$ cat config.mk
export PLATFORM = sky130hd
export DESIGN_NAME = rtd_datapath
export DESIGN_NICKNAME = d
export VERILOG_FILES = /design/src/rtd_pkg.sv /design/src/rtd_alu.sv /design/src/rtd_datapath.sv
export SDC_FILE = /design/constraint.sdc
export NUM_CORES = 1
export LEC_CHECK = 0
export ABC_CLOCK_PERIOD_IN_PS = 3590
export BUFFER_PORTS_ARGS = -buffer_cell sky130_fd_sc_hd__buf_2
export CORE_ASPECT_RATIO = 0.8
export CORE_MARGIN = 1.5
export CORE_UTILIZATION = 25
export CTS_BUF_LIST = sky130_fd_sc_hd__clkbuf_16
export DETAILED_ROUTE_END_ITERATION = 10
export GPL_TIMING_DRIVEN = 1
export PLACE_DENSITY_LB_ADDON = 0.05
export SETUP_SLACK_MARGIN = 0.02
export SYNTH_ARGS = -nofsm -noshare
export SYNTH_HDL_FRONTEND = slang
export SYNTH_SLANG_ARGS = --single-unit
export TNS_END_PERCENT = 10
$ cat constraint.sdc
create_clock -name clk_i -period 3.59 [get_ports clk_i]
set_input_delay 0.1795 -clock clk_i [delete_from_list [all_inputs] [get_ports clk_i]]
set_output_delay 0.1795 -clock clk_i [all_outputs]
set_load 0.02 [all_outputs]
$ cat src/rtd_pkg.sv
/*
 * constants for the register-transfer datapath: register offsets, field
 * positions, operation and addressing-mode codes, reset values.
 * assumes a classic wishbone slave with 32-bit data and byte addresses.
 */
package rtd_pkg;
   localparam int          WB_AW      = 8;
   localparam int          WB_DW      = 32;
   // register byte offsets
   localparam logic [7:0]  OFS_ACC    = 8'h00;
   localparam logic [7:0]  OFS_INDEX  = 8'h04;
   localparam logic [7:0]  OFS_STACK  = 8'h08;
   localparam logic [7:0]  OFS_PROG   = 8'h0c;
   localparam logic [7:0]  OFS_FLAGS  = 8'h10;
   localparam logic [7:0]  OFS_OPND   = 8'h14;
   localparam logic [7:0]  OFS_CMD    = 8'h18;
   localparam logic [7:0]  OFS_EADDR  = 8'h1c;
   localparam logic [7:0]  OFS_CYCLES = 8'h20;
   // condition flag bit positions
   localparam int          FL_C       = 0;
   localparam int          FL_Z       = 1;
   localparam int          FL_N       = 2;
   localparam int          FL_I       = 3;
   localparam int          FL_H       = 4;
   localparam int          FL_V       = 7;
   localparam logic [7:0]  FLAGS_MASK = 8'h9f;
   // reset values
   localparam logic [7:0]  RST_ACC    = 8'h00;
   localparam logic [15:0] RST_INDEX  = 16'h0000;
   localparam logic [15:0] RST_STACK  = 16'h00ff;
   localparam logic [15:0] RST_PROG   = 16'h0000;
   localparam logic [7:0]  RST_FLAGS  = 8'h08;
   // address arithmetic and decimal adjust
   localparam logic [15:0] PTR_STEP   = 16'h0001;
   localparam logic [15:0] BR_LEN     = 16'h0002;
   localparam logic [7:0]  DIRECT_HI  = 8'h00;
   localparam logic [3:0]  BCD_MAX    = 4'h9;
   localparam logic [7:0]  BCD_MAXB   = 8'h99;
   localparam logic [7:0]  ADJ_LO     = 8'h06;
   localparam logic [7:0]  ADJ_HI     = 8'h60;
   // command register fields
   localparam int          CMD_OP_LSB  = 0;
   localparam int          CMD_SEL_LSB = 4;
   typedef enum logic [3:0] {
      OP_NOP = 4'h0, OP_STK2IX = 4'h1, OP_IX2STK = 4'h2, OP_FL2ACC = 4'h3,
      OP_TAP = 4'h4, OP_ADD = 4'h5, OP_ADC = 4'h6, OP_SUB = 4'h7,
      OP_SBC = 4'h8, OP_DAA = 4'h9, OP_EA  = 4'ha, OP_BR  = 4'hb
   } rtd_op_t;
   typedef enum logic [3:0] {
      AM_INH  = 4'h0, AM_IMM  = 4'h1, AM_DIR  = 4'h2, AM_EXT  = 4'h3,
      AM_IX   = 4'h4, AM_IXP  = 4'h5, AM_IX1  = 4'h6, AM_IX1P = 4'h7,
      AM_IX2  = 4'h8, AM_STK1 = 4'h9, AM_STK2 = 4'ha, AM_REL  = 4'hb,
      AM_IMD  = 4'hc, AM_DD   = 4'hd, AM_IXPD = 4'he, AM_DIXP = 4'hf
   } rtd_mode_t;
   typedef enum logic [3:0] {
      BC_ALWAYS = 4'h0, BC_NEVER = 4'h1, BC_CC = 4'h2, BC_CS = 4'h3,
      BC_NE     = 4'h4, BC_EQ    = 4'h5, BC_PL = 4'h6, BC_MI = 4'h7,
      BC_VC     = 4'h8, BC_VS    = 4'h9
   } rtd_cond_t;
endpackage

$ cat src/rtd_alu.sv
/*
 * 8-bit adder/subtractor with carry, half-carry, overflow, sign and zero.
 * assumes the caller registers the results; purely combinational.
 */
`timescale 1ns/1ns
module rtd_alu (
   input  wire logic       sub_i,   // 1 = subtract
   input  wire logic       cin_i,   // carry or borrow in
   input  wire logic [7:0] a_i,     // accumulator operand
   input  wire logic [7:0] b_i,     // memory operand
   output logic      [7:0] res_o,   // result
   output logic            c_o,     // carry out or borrow
   output logic            h_o,     // low nibble carry
   output logic            v_o,     // signed overflow
   output logic            n_o,     // result negative
   output logic            z_o      // result zero
);
   logic [8:0] wide;
   logic [4:0] nib;

   // sum or difference with carry into bit 8
   always_comb begin
      if (sub_i) begin
         wide = {1'b0, a_i} - {1'b0, b_i} - {8'h00, cin_i};
         nib  = {1'b0, a_i[3:0]} - {1'b0, b_i[3:0]} - {4'h0, cin_i};
         v_o  = (a_i[7] != b_i[7]) && (wide[7] != a_i[7]);
      end else begin
         wide = {1'b0, a_i} + {1'b0, b_i} + {8'h00, cin_i};
         nib  = {1'b0, a_i[3:0]} + {1'b0, b_i[3:0]} + {4'h0, cin_i};
         v_o  = (a_i[7] == b_i[7]) && (wide[7] != a_i[7]);
      end
      res_o = wide[7:0];
      c_o   = wide[8];
      h_o   = nib[4];
      n_o   = wide[7];
      z_o   = (wide[7:0] == 8'h00);
   end
endmodule

$ cat src/rtd_datapath.sv
/*
 * register-transfer datapath: accumulator, index pair, stack pointer,
 * program counter and condition flags behind a classic wishbone slave.
 * writing the command register runs one transfer, arithmetic step,
 * address formation or branch decision in the cycle the write commits.
 * assumes one 50 mhz clock and a master that holds its request until ack.
 */
// Implementation choices: the placing of the registers and register access over Wishbone.
`timescale 1ns/1ns
module rtd_datapath
   import rtd_pkg::*;
(
   input  wire logic                       clk_i,  // system clock
   input  wire logic                       rst_i,  // sync reset, high
   input  wire logic                       cyc_i,  // bus cycle
   input  wire logic                       stb_i,  // strobe
   input  wire logic                       we_i,   // write enable
   input  wire logic [3:0]                 sel_i,  // byte lanes
   input  wire logic [rtd_pkg::WB_AW-1:0]  adr_i,  // byte address
   input  wire logic [rtd_pkg::WB_DW-1:0]  dat_i,  // write data
   output logic                            ack_o,  // acknowledge
   output logic      [rtd_pkg::WB_DW-1:0]  dat_o   // read data
);
   import rtd_pkg::*;

   logic [7:0]  acc,    next_acc;
   logic [15:0] index,  next_index;
   logic [15:0] stack,  next_stack;
   logic [15:0] prog,   next_prog;
   logic [7:0]  flags,  next_flags;
   logic [15:0] opnd,   next_opnd;
   logic [7:0]  cmd,    next_cmd;
   logic [15:0] eaddr,  next_eaddr;
   logic [31:0] cycles, next_cycles;
   logic        ack,    next_ack;
   logic [31:0] rdat,   next_rdat;

   logic        req;
   logic        commit;
   logic [31:0] wmerge;
   logic [3:0]  op;
   logic [3:0]  fsel;
   logic        alu_sub;
   logic        alu_cin;
   logic [7:0]  alu_res;
   logic        alu_c;
   logic        alu_h;
   logic        alu_v;
   logic        alu_n;
   logic        alu_z;

   // sign extension of an 8-bit offset
   function automatic logic [15:0] sext8(input logic [7:0] v);
      return {{8{v[7]}}, v};
   endfunction

   // byte-lane merge of write data over a register image
   function automatic logic [31:0] lanes(input logic [31:0] old,
                                         input logic [31:0] wd,
                                         input logic [3:0]  be);
      logic [31:0] m;
      m = old;
      for (int i = 0; i < 4; i++) begin
         if (be[i]) begin
            m[8*i +: 8] = wd[8*i +: 8];
         end
      end
      return m;
   endfunction

   function automatic logic [15:0] direct(input logic [7:0] lo);
      return {DIRECT_HI, lo};
   endfunction

   // branch condition over the flag byte
   function automatic logic taken(input logic [3:0] c, input logic [7:0] f);
      case (c)
         BC_ALWAYS: taken = 1'b1;
         BC_CC:     taken = ~f[FL_C];
         BC_CS:     taken = f[FL_C];
         BC_NE:     taken = ~f[FL_Z];
         BC_EQ:     taken = f[FL_Z];
         BC_PL:     taken = ~f[FL_N];
         BC_MI:     taken = f[FL_N];
         BC_VC:     taken = ~f[FL_V];
         BC_VS:     taken = f[FL_V];
         default:   taken = 1'b0;
      endcase
   endfunction

   assign req    = cyc_i & stb_i;
   assign commit = req & we_i & ack;
   assign op     = cmd_field(dat_i, CMD_OP_LSB);
   assign fsel   = cmd_field(dat_i, CMD_SEL_LSB);

   function automatic logic [3:0] cmd_field(input logic [31:0] d, input int lsb);
      return d[lsb +: 4];
   endfunction

   // operands for the shared adder
   always_comb begin
      alu_sub = (op == OP_SUB) || (op == OP_SBC);
      alu_cin = ((op == OP_ADC) || (op == OP_SBC)) ? flags[FL_C] : 1'b0;
   end

   rtd_alu u_alu (
      .sub_i (alu_sub),
      .cin_i (alu_cin),
      .a_i   (acc),
      .b_i   (opnd[7:0]),
      .res_o (alu_res),
      .c_o   (alu_c),
      .h_o   (alu_h),
      .v_o   (alu_v),
      .n_o   (alu_n),
      .z_o   (alu_z)
   );

   // bus answer: ack one cycle after the request, dropped after one cycle
   always_comb begin
      next_ack  = req & ~ack;
      next_rdat = rdat;
      wmerge    = 32'h0000_0000;
      if (req & ~ack) begin
         case (adr_i)
            OFS_ACC:    next_rdat = {24'h000000, acc};
            OFS_INDEX:  next_rdat = {16'h0000, index};
            OFS_STACK:  next_rdat = {16'h0000, stack};
            OFS_PROG:   next_rdat = {16'h0000, prog};
            OFS_FLAGS:  next_rdat = {24'h000000, flags & FLAGS_MASK};
            OFS_OPND:   next_rdat = {16'h0000, opnd};
            OFS_CMD:    next_rdat = {24'h000000, cmd};
            OFS_EADDR:  next_rdat = {16'h0000, eaddr};
            OFS_CYCLES: next_rdat = cycles;
            default:    next_rdat = 32'h0000_0000;
         endcase
      end
      case (adr_i)
         OFS_ACC:   wmerge = lanes({24'h000000, acc}, dat_i, sel_i);
         OFS_INDEX: wmerge = lanes({16'h0000, index}, dat_i, sel_i);
         OFS_STACK: wmerge = lanes({16'h0000, stack}, dat_i, sel_i);
         OFS_PROG:  wmerge = lanes({16'h0000, prog}, dat_i, sel_i);
         OFS_FLAGS: wmerge = lanes({24'h000000, flags}, dat_i, sel_i);
         OFS_OPND:  wmerge = lanes({16'h0000, opnd}, dat_i, sel_i);
         default:   wmerge = 32'h0000_0000;
      endcase
   end

   // datapath next values: direct writes and commanded operations
   always_comb begin
      next_acc    = acc;
      next_index  = index;
      next_stack  = stack;
      next_prog   = prog;
      next_flags  = flags;
      next_opnd   = opnd;
      next_cmd    = cmd;
      next_eaddr  = eaddr;
      next_cycles = cycles + 32'h0000_0001;
      if (commit) begin
         case (adr_i)
            OFS_ACC:   next_acc   = wmerge[7:0];
            OFS_INDEX: next_index = wmerge[15:0];
            OFS_STACK: next_stack = wmerge[15:0];
            OFS_PROG:  next_prog  = wmerge[15:0];
            OFS_FLAGS: next_flags = wmerge[7:0] & FLAGS_MASK;
            OFS_OPND:  next_opnd  = wmerge[15:0];
            OFS_CMD: begin
               if (sel_i[0]) begin
                  next_cmd = dat_i[7:0];
                  case (op)
                     OP_STK2IX: begin
                        next_index = stack + PTR_STEP;
                        next_stack = stack;
                     end
                     OP_IX2STK: begin
                        next_stack = index - PTR_STEP;
                     end
                     OP_FL2ACC: begin
                        next_acc   = flags & FLAGS_MASK;
                        next_flags = flags;
                     end
                     OP_TAP: next_flags = acc & FLAGS_MASK;
                     OP_ADD, OP_ADC, OP_SUB, OP_SBC: begin
                        next_acc          = alu_res;
                        next_flags[FL_C]  = alu_c;
                        next_flags[FL_V]  = alu_v;
                        next_flags[FL_N]  = alu_n;
                        next_flags[FL_Z]  = alu_z;
                        if (!alu_sub) begin
                           next_flags[FL_H] = alu_h;
                        end
                     end
                     OP_DAA: begin
                        next_acc = acc;
                        if (flags[FL_H] || (acc[3:0] > BCD_MAX)) begin
                           next_acc = next_acc + ADJ_LO;
                        end
                        if (flags[FL_C] || (acc > BCD_MAXB)) begin
                           next_acc         = next_acc + ADJ_HI;
                           next_flags[FL_C] = 1'b1;
                        end
                        next_flags[FL_N] = next_acc[7];
                        next_flags[FL_Z] = (next_acc == 8'h00);
                     end
                     OP_EA: begin
                        case (fsel)
                           AM_INH:  next_eaddr = 16'h0000;
                           AM_IMM:  next_eaddr = prog + PTR_STEP;
                           AM_DIR, AM_IMD, AM_DD, AM_IXPD:
                              next_eaddr = direct(opnd[7:0]);
                           AM_EXT:  next_eaddr = opnd;
                           AM_IX, AM_IXP, AM_DIXP: next_eaddr = index;
                           // 8-bit index and stack offsets are unsigned, zero-extended
                           AM_IX1, AM_IX1P: next_eaddr = index + {8'h00, opnd[7:0]};
                           AM_IX2:  next_eaddr = index + opnd;
                           AM_STK1: next_eaddr = stack + {8'h00, opnd[7:0]};
                           AM_STK2: next_eaddr = stack + opnd;
                           AM_REL:  next_eaddr = prog + BR_LEN + sext8(opnd[7:0]);
                           default: next_eaddr = 16'h0000;
                        endcase
                        if ((fsel == AM_IXP) || (fsel == AM_IX1P) ||
                            (fsel == AM_IXPD) || (fsel == AM_DIXP)) begin
                           next_index = index + PTR_STEP;
                        end
                     end
                     OP_BR: begin
                        // sequential when false, target when true
                        if (taken(fsel, flags)) begin
                           next_prog = prog + BR_LEN + sext8(opnd[7:0]);
                        end else begin
                           next_prog = prog + BR_LEN;
                        end
                        next_eaddr = next_prog;
                     end
                     default: next_cmd = dat_i[7:0];
                  endcase
               end
            end
            default: next_acc = acc;
         endcase
      end
   end

   // register stage for all state
   always_ff @(posedge clk_i) begin
      if (rst_i) begin
         acc    <= RST_ACC;
         index  <= RST_INDEX;
         stack  <= RST_STACK;
         prog   <= RST_PROG;
         flags  <= RST_FLAGS;
         opnd   <= 16'h0000;
         cmd    <= 8'h00;
         eaddr  <= 16'h0000;
         cycles <= 32'h0000_0000;
         ack    <= 1'b0;
         rdat   <= 32'h0000_0000;
      end else begin
         acc    <= next_acc;
         index  <= next_index;
         stack  <= next_stack;
         prog   <= next_prog;
         flags  <= next_flags;
         opnd   <= next_opnd;
         cmd    <= next_cmd;
         eaddr  <= next_eaddr;
         cycles <= next_cycles;
         ack    <= next_ack;
         rdat   <= next_rdat;
      end
   end

   assign ack_o = ack;
   assign dat_o = rdat;
endmodule

== After elaboration in Yosys (flattened, before gate mapping) ==
Cells that the tools add are included.

* Output and inout port bits: 33
* Input port bits: 49
* Bits in registers: 169
* Word-level logic and storage cells: 185

* Multiplexer cells: 56
* Reduce and logical (&&, ||, !) cells: 35
* Bitwise gates (word level): 9
* Equality and inequality tests: 49
* Magnitude comparators: 2
* Add/subtract/negate cells: 19

{| class="wikitable"
|+ Operators by type and width
! operator !! number
|-
| 32-bit case mux with 9 select lines || 1
|-
| 8-bit 2-to-1 mux || 23
|-
| 16-bit case mux with 10 select lines || 1
|-
| 16-bit case mux with 2 select lines || 5
|-
| 16-bit 2-to-1 mux || 7
|-
| 16-bit case mux with 5 select lines || 1
|-
| 16-bit by 1-bit adder with 16-bit output, second input constant || 3
|-
| 16-bit adder || 3
|-
| 4-bit == test, second input constant || 12
|-
| 16-bit by 8-bit adder with 16-bit output || 2
|-
| 32-bit by 1-bit adder with 32-bit output, second input constant || 1
|-
| 4-bit by 3-bit == test with 1-bit output, second input constant || 8
|-
| 8-bit by 5-bit == test with 1-bit output, second input constant || 4
|-
| 8-bit case mux with 2 select lines || 2
|-
| 4-bit AND reduction || 7
|-
| 8-bit logical NOT || 3
|-
| 8-bit case mux with 3 select lines || 1
|-
| 16-bit by 2-bit adder with 16-bit output, second input constant || 1
|-
| 4-bit by 2-bit == test with 1-bit output, second input constant || 4
|-
| 8-bit by 4-bit == test with 1-bit output, second input constant || 2
|-
| 16-bit by 1-bit subtractor with 16-bit output, second input constant || 1
|-
| 5-bit AND reduction || 3
|-
| 2-bit nonzero test || 6
|-
| 8-bit by 8-bit adder with 9-bit output || 1
|-
| 35 further kinds || 68
|}

== Longest topological paths before layout ==
* Depth in word-level cells: 17
* Gate-level depth with buffers: 17
* Depth with buffers taken out: 16

== Modules after synthesis ==
A second synthesis with hierarchy kept.

* Cell total of the unflattened synthesis: 1851
* Area total of the unflattened synthesis: 13874.6 µm²

{| class="wikitable"
|+ Modules (own cells, without submodules)
! module !! cells an instance !! area an instance (µm²) !! seq. area each (µm²) !! times used
|-
| rtd_datapath || 1711 || 12806.0 || 3343.2 || 1
|-
| rtd_alu || 140 || 1068.5 || 0.0 || 1
|}

== Worst setup path before layout ==
No wires, ideal clock.

* Kind: input port to flip-flop
* Start point: input dat_i[1] (netlist name)
* End point: register flags[1]
* Buffers on the path: 2
* Path slack: 196 ps
* Cell stages on the path: 15
* Data required time: 3504 ps
* Data arrival time: 3309 ps
* Library setup time: 86 ps
* Path through: buf_6 clkbuf_1 nand2_1 o21ai_0 nand3b_1 fa_1 fa_1 nand2b_1 a2111oi_0 nor3_1 xor2_1 nand2_1 o21ai_0 or4b_1 a211oi_1

* Word-level cells in the longest chain between the ends: 9
* Elaborated cells on any way between the ends: 26
* Those cells by class: add/sub (2); eq/ne (7); mux (12); reduce/logical (5)

{| class="wikitable"
|+ Ends and longest elaborated chain
! element !! line !! RTL
|-
| start, declared || rtd_datapath.sv:20 || <nowiki>input wire logic [rtd_pkg::WB_DW-1:0] dat_i,</nowiki>
|-
| 4-bit by 3-bit == test with 1-bit output or 4-bit == test (tied branches) || rtd_datapath.sv:103, rtd_datapath.sv:171, rtd_datapath.sv:102 ||
|-
| 1-bit logical OR || rtd_datapath.sv:103 || <nowiki>alu_cin = ((op == OP_ADC) || (op == OP_SBC)) ? flags[FL_C] : 1'b0;</nowiki>
|-
| 1-bit 2-to-1 mux || rtd_datapath.sv:103 ||
|-
| 9-bit by 1-bit adder with 9-bit output or 9-bit by 1-bit subtractor with 9-bit output (tied branches) || rtd_alu.sv:28, rtd_alu.sv:24 ||
|-
| 9-bit 2-to-1 mux || rtd_alu.sv:23 || <nowiki>if (sub_i) begin</nowiki>
|-
| 8-bit logical NOT || rtd_alu.sv:36 || <nowiki>z_o = (wide[7:0] == 8'h00);</nowiki>
|-
| 3-bit case mux with 3 select lines || rtd_datapath.sv:171 || <nowiki>case (op)</nowiki>
|-
| 8-bit 2-to-1 mux || rtd_datapath.sv:169 || <nowiki>if (sel_i[0]) begin</nowiki>
|-
| 8-bit case mux with 2 select lines || rtd_datapath.sv:161 || <nowiki>case (adr_i)</nowiki>
|-
| end signal, assigned || rtd_datapath.sv:264 || <nowiki>flags <= next_flags;</nowiki>
|-
| end, declared || rtd_datapath.sv:30 || <nowiki>logic [7:0] flags, next_flags;</nowiki>
|}

Parallel ways exist; a longest one is shown, timed or not. The select of a mux whose other input is x is not followed.
A chain may end at the register's enable or synchronous reset.

== Final worst setup path ==
* Start point: register prog[2]
* End point: register eaddr[14]

* Word-level cells in the longest chain between the ends: 4
* Elaborated cells on any way between the ends: 6
* Those cells by class: add/sub (3); mux (3)

{| class="wikitable"
|+ Ends and longest elaborated chain
! element !! line !! RTL
|-
| start, declared || rtd_datapath.sv:29 || <nowiki>logic [15:0] prog, next_prog;</nowiki>
|-
| start signal, assigned || rtd_datapath.sv:263 || <nowiki>prog <= next_prog;</nowiki>
|-
| 16-bit by 2-bit adder with 16-bit output || rtd_datapath.sv:219, rtd_datapath.sv:230, rtd_datapath.sv:232 ||
|-
| 16-bit adder || rtd_datapath.sv:219, rtd_datapath.sv:230 ||
|-
| 16-bit case mux with 10 select lines or 16-bit 2-to-1 mux (tied branches) || rtd_datapath.sv:207, rtd_datapath.sv:229 ||
|-
| 16-bit case mux with 2 select lines * || rtd_datapath.sv:171 ||
|-
| end signal, assigned || rtd_datapath.sv:267 || <nowiki>eaddr <= next_eaddr;</nowiki>
|-
| end, declared || rtd_datapath.sv:33 || <nowiki>logic [15:0] eaddr, next_eaddr;</nowiki>
|}

Every way passes the cells marked *; elsewhere a longest branch is shown, timed or not.

==> run_summary.xml <==
<?xml version="1.0" encoding="UTF-8"?>
<metrics>
  <group name="power">
    <metric name="power.density_cell_area" unit="mW/mm2">262</metric>
    <metric name="leakagePower" unit="nW">6.44</metric>
    <metric name="worst_ir_drop_vdd" unit="mV">0.263</metric>
    <metric name="post-layout-total-power" unit="mW">4.29</metric>
  </group>
  <group name="detailed_routing">
    <metric name="drt-wirelength-per-cell" unit="um">24.8</metric>
    <metric name="drc_errors_left" unit="">0</metric>
    <metric name="postRouteWirelength" unit="mm">65.9</metric>
    <metric name="drt_pass1_iterations" unit="">5</metric>
    <metric name="detail_route.vias_per_cell" unit="">5.43</metric>
    <metric name="routed-via-count" unit="">14400</metric>
    <metric name="drt-initial-drc-count" unit="">1448</metric>
    <metric name="antenna_violating_nets_left" unit="">0</metric>
  </group>
  <group name="yosys">
    <metric name="yosysWarnings" unit="">0</metric>
    <metric name="synth_seq_area_share" unit="%">24.2</metric>
    <metric name="synth_async_sr_flop_share" unit="%">0</metric>
    <metric name="syn_avg_cell_area" unit="um2">7.53</metric>
    <metric name="synth_enable_flop_cells" unit="">0</metric>
    <metric name="synth_fp_nets" unit="">1961</metric>
    <metric name="most_common_flop_cell_mapped_by_yosys" unit="">dfxtp_1</metric>
    <metric name="synthDistinctLibCells" unit="">89</metric>
    <metric name="synth-seq-cells" unit="">167</metric>
    <metric name="syn-cell-area" unit="mm2">0.0138</metric>
    <metric name="synthCells" unit="">1832</metric>
  </group>
  <group name="timing">
    <metric name="final_critical_path_setup_slack" unit="ns">0.226</metric>
    <metric name="tightest_slew" unit="ns">1.15</metric>
    <metric name="finalWorstPathRequiredPeriod" unit="ns">3.36</metric>
    <metric name="max_freq" unit="GHz">0.297</metric>
    <metric name="min_period_over_period" unit="%">93.7</metric>
    <metric name="grt_setup_unrepaired" unit="">yes</metric>
    <metric name="finalSetupViolCount" unit="">0</metric>
    <metric name="timing_hold_violations_final" unit="">0</metric>
    <metric name="final_report_max_slew_violation_count" unit="">0</metric>
    <metric name="timing.clock.skew" unit="ns">0.0195</metric>
    <metric name="slew_headroom" unit="%">22.8</metric>
  </group>
  <group name="worst_setup_path">
    <metric name="ff2ff_setup_slack" unit="ns">0.23</metric>
    <metric name="timing.critical_path.to" unit="">eaddr[14]</metric>
    <metric name="criticalPathCategory" unit="">register to register</metric>
    <metric name="worstReg2RegStart" unit="">prog[2]</metric>
    <metric name="critical_path_arrival" unit="ns">3.73</metric>
    <metric name="critPathLaunchType" unit="">register</metric>
    <metric name="timing.critical_path.required" unit="ns">3.95</metric>
    <metric name="r2r_cell_count" unit="">14</metric>
    <metric name="worst_setup_path_startpoint" unit="">prog[2]</metric>
    <metric name="crit_path_max_fanout" unit="">6</metric>
    <metric name="rr_endpoint" unit="">eaddr[14]</metric>
    <metric name="crit_path_end_kind" unit="">register</metric>
  </group>
  <group name="cts">
    <metric name="cts_htree_levels" unit="">4</metric>
    <metric name="ctsLongestPathBuffers" unit="">2</metric>
    <metric name="clock_insertion_delay_worst_skew" unit="ns">0.48</metric>
    <metric name="root_buffer" unit="">clkbuf_16</metric>
    <metric name="tritoncts" unit="">yes</metric>
    <metric name="clkTransAtPathRegs" unit="ns">0.09</metric>
    <metric name="cts_sinks" unit="">167</metric>
    <metric name="cts_inserted_buffers" unit="">17</metric>
    <metric name="post_cts_hold_buffer_count" unit="">0</metric>
  </group>
  <group name="finish">
    <metric name="layout.cells.most_common_list" unit="">207 x nor2_1, 184 x nand2_1, 165 x dfxtp_1</metric>
    <metric name="antenna_cells" unit="">0</metric>
    <metric name="post_route_cells_drive_above_1_share" unit="%">15.3</metric>
    <metric name="layout.cell_area.non_filler" unit="mm2">0.0163</metric>
    <metric name="final_net_count" unit="">2067</metric>
    <metric name="syn_to_final_growth" unit="%">18.6</metric>
    <metric name="layout.cells.most_common" unit="">nor2_1</metric>
    <metric name="n_fill_cell" unit="">5971</metric>
  </group>
  <group name="placed_design">
    <metric name="post_dp_cell_area" unit="mm2">0.0157</metric>
    <metric name="port-buffer-count" unit="">63</metric>
    <metric name="gpl_congestion" unit="">0.919</metric>
    <metric name="pre_cts_ws" unit="ns">0.0372</metric>
    <metric name="dp_hpwl" unit="mm">52.0</metric>
  </group>
  <group name="floorplanning">
    <metric name="die-height" unit="um">213</metric>
    <metric name="design.core.area" unit="mm2">0.0542</metric>
    <metric name="chipWidth" unit="um">266</metric>
    <metric name="initial_core_util" unit="%">25.4</metric>
    <metric name="core.rowCount" unit="">76</metric>
    <metric name="design.portCount" unit="">82</metric>
    <metric name="design.die.area" unit="mm2">0.0566</metric>
  </group>
  <group name="hold_path">
    <metric name="min-delay-path-class" unit="">input port to register</metric>
  </group>
  <group name="grt">
    <metric name="grt_pass1_vias" unit="">13900</metric>
    <metric name="global_route_wire_length_before_repair" unit="mm">96.7</metric>
    <metric name="antenna_found_initial" unit="">1</metric>
    <metric name="grt_start_max_net_pins" unit="">88</metric>
    <metric name="globalRouteTotalUtil" unit="%">23.4</metric>
    <metric name="globalRoute.totalOverflow" unit="">0</metric>
  </group>
  <group name="run_status">
    <metric name="run_status" unit="">finished clean</metric>
  </group>
  <group name="run">
    <metric name="max_cap_violations" unit="">0</metric>
  </group>
</metrics>
-- worst max-delay path: stages, from the launching register on --
cell	delay, ns
dfxtp_1	0.37
ha_1	0.19
nand4_1	0.26
buf_4	0.24
nor3_2	0.16
xor2_1	0.26
ha_1	0.35
a21oi_1	0.20
o21ai_1	0.10
nor3b_1	0.20
o21a_1	0.19
nor3_1	0.07
o21ai_1	0.20
a41oi_1	0.19
a221o_1	0.29
-- metal layers --
| metal | global-route usage [%] | vias up | routed length [um] |
|---|---|---|---|
| met5 | 0 | - | 0 |
| met4 | 4.98 | 0 | 1090 |
| met3 | 4.13 | 54 | 3440 |
| met2 | 35.6 | 396 | 28000 |
| met1 | 34.4 | 7045 | 33300 |
| li1 | - | 6901 | - |
-- power breakdown --
| part | internal [mW] | switching (mW) | leakage, nW |
|---|---|---|---|
| Combinational | 0.116 | 0.299 | 4.79 |
| Clock | 1.01 | 1.01 | 0.299 |
| Sequential | 1.85 | 0.00547 | 1.35 |
-- registers in the layout (all words and copies together) (netlist names) --
signal and flops:
stack 16, ack_o 1, acc 8, cmd 8, cycles 32, dat_o 32, eaddr 16, flags 6
prog 16, index 16, opnd 16
-- per-stage QoR --
step                      hold slack (ns)  std cells  TNS (ns)  utilization (%)
after detailed placement            0.440       2620         0             28.9
after global placement              0.441       2620         0             28.9
after CTS                          0.0701       2652         0             30.0
final                              0.0963       2653         0             30.2
after global routing               0.0842       2653  -0.00183             30.2
after floorplan                     0.439       1832         0                -
-- Yosys cell counts, drive strengths merged, types with 8 or more instances --
library cell	number	share of area, %
nand2b	12	0.54
buf	36	1.3
nor2b	13	0.59
nand3b	9	0.49
a221o	18	1.3
ha	73	6.6
o21ai	87	3.2
xnor2	83	5.3
a21o	12	0.65
nand4	17	0.82
xor2	61	3.9
a211oi	40	2.2
nor2	209	5.7
and2	31	1.4
clkbuf	85	2.4
inv	50	1.4
a222oi	14	1.0
a21oi	148	5.4
nand3	76	2.8
mux2	11	0.90
mux2i	53	3.8
a221oi	15	0.95
nor4	9	0.45
a22oi	34	1.9
and3	22	1.0
a311oi	8	0.51
dfxtp	167	24
nand2	185	5.0
nor3	58	2.2
o22ai	13	0.59
o221ai	8	0.55
o211ai	24	1.3
or3	12	0.54
a31oi	15	0.68
o21a	12	0.65
-- kinds of logic (layout without fill, tap and decap cells) --
family / count (synthesis) / count (layout) / share of synthesized area (%)
xor gates and xnor gates: 144 / 144 / 9.15
AOI/OAI and AO/OA: 516 / 516 / 25.3
buffers and inverters: 171 / 290 / 5.03
adders and majority gates: 80 / 80 / 7.64
and+or+nand+nor: 690 / 690 / 23.9
DFF: 167 / 167 / 24.2
muxes: 64 / 64 / 4.75
-- worst min path at each step --
stage                    from         to  slack, ns  cells after the start
floorplan           eaddr[11]  eaddr[11]       0.44                      2
global placement    dat_o[25]  dat_o[25]       0.44                      2
detailed placement  dat_o[31]  dat_o[31]       0.44                      2
CTS                     rst_i    opnd[5]       0.07                      2
global route            rst_i     cmd[1]       0.08                      2
finish                  rst_i     cmd[1]        0.1                      2
-- repair_timing --
| item | CTS | global route |
|---|---|---|
| resized for setup | 1 | 22 |
| setup endpoints to repair | 1 | 11 |
| setup buffers | 0 | 1 |
| pin swaps | 0 | 6 |
-- layout make-up --
| type | instances | area, um2 | share of cell area, % |
|---|---|---|---|
| clock buffer | 17 | 425 | 2.60 |
| clock inverter | 15 | 180 | 1.10 |
| inverter | 50 | 188 | 1.15 |
| multi-input combinational | 1494 | 9870 | 60.4 |
| sequential | 167 | 3350 | 20.5 |
| tap | 702 | 878 | 5.37 |
| timing repair buffer | 208 | 1460 | 8.93 |
No activity file was read; power rests on OpenSTA's default activity.
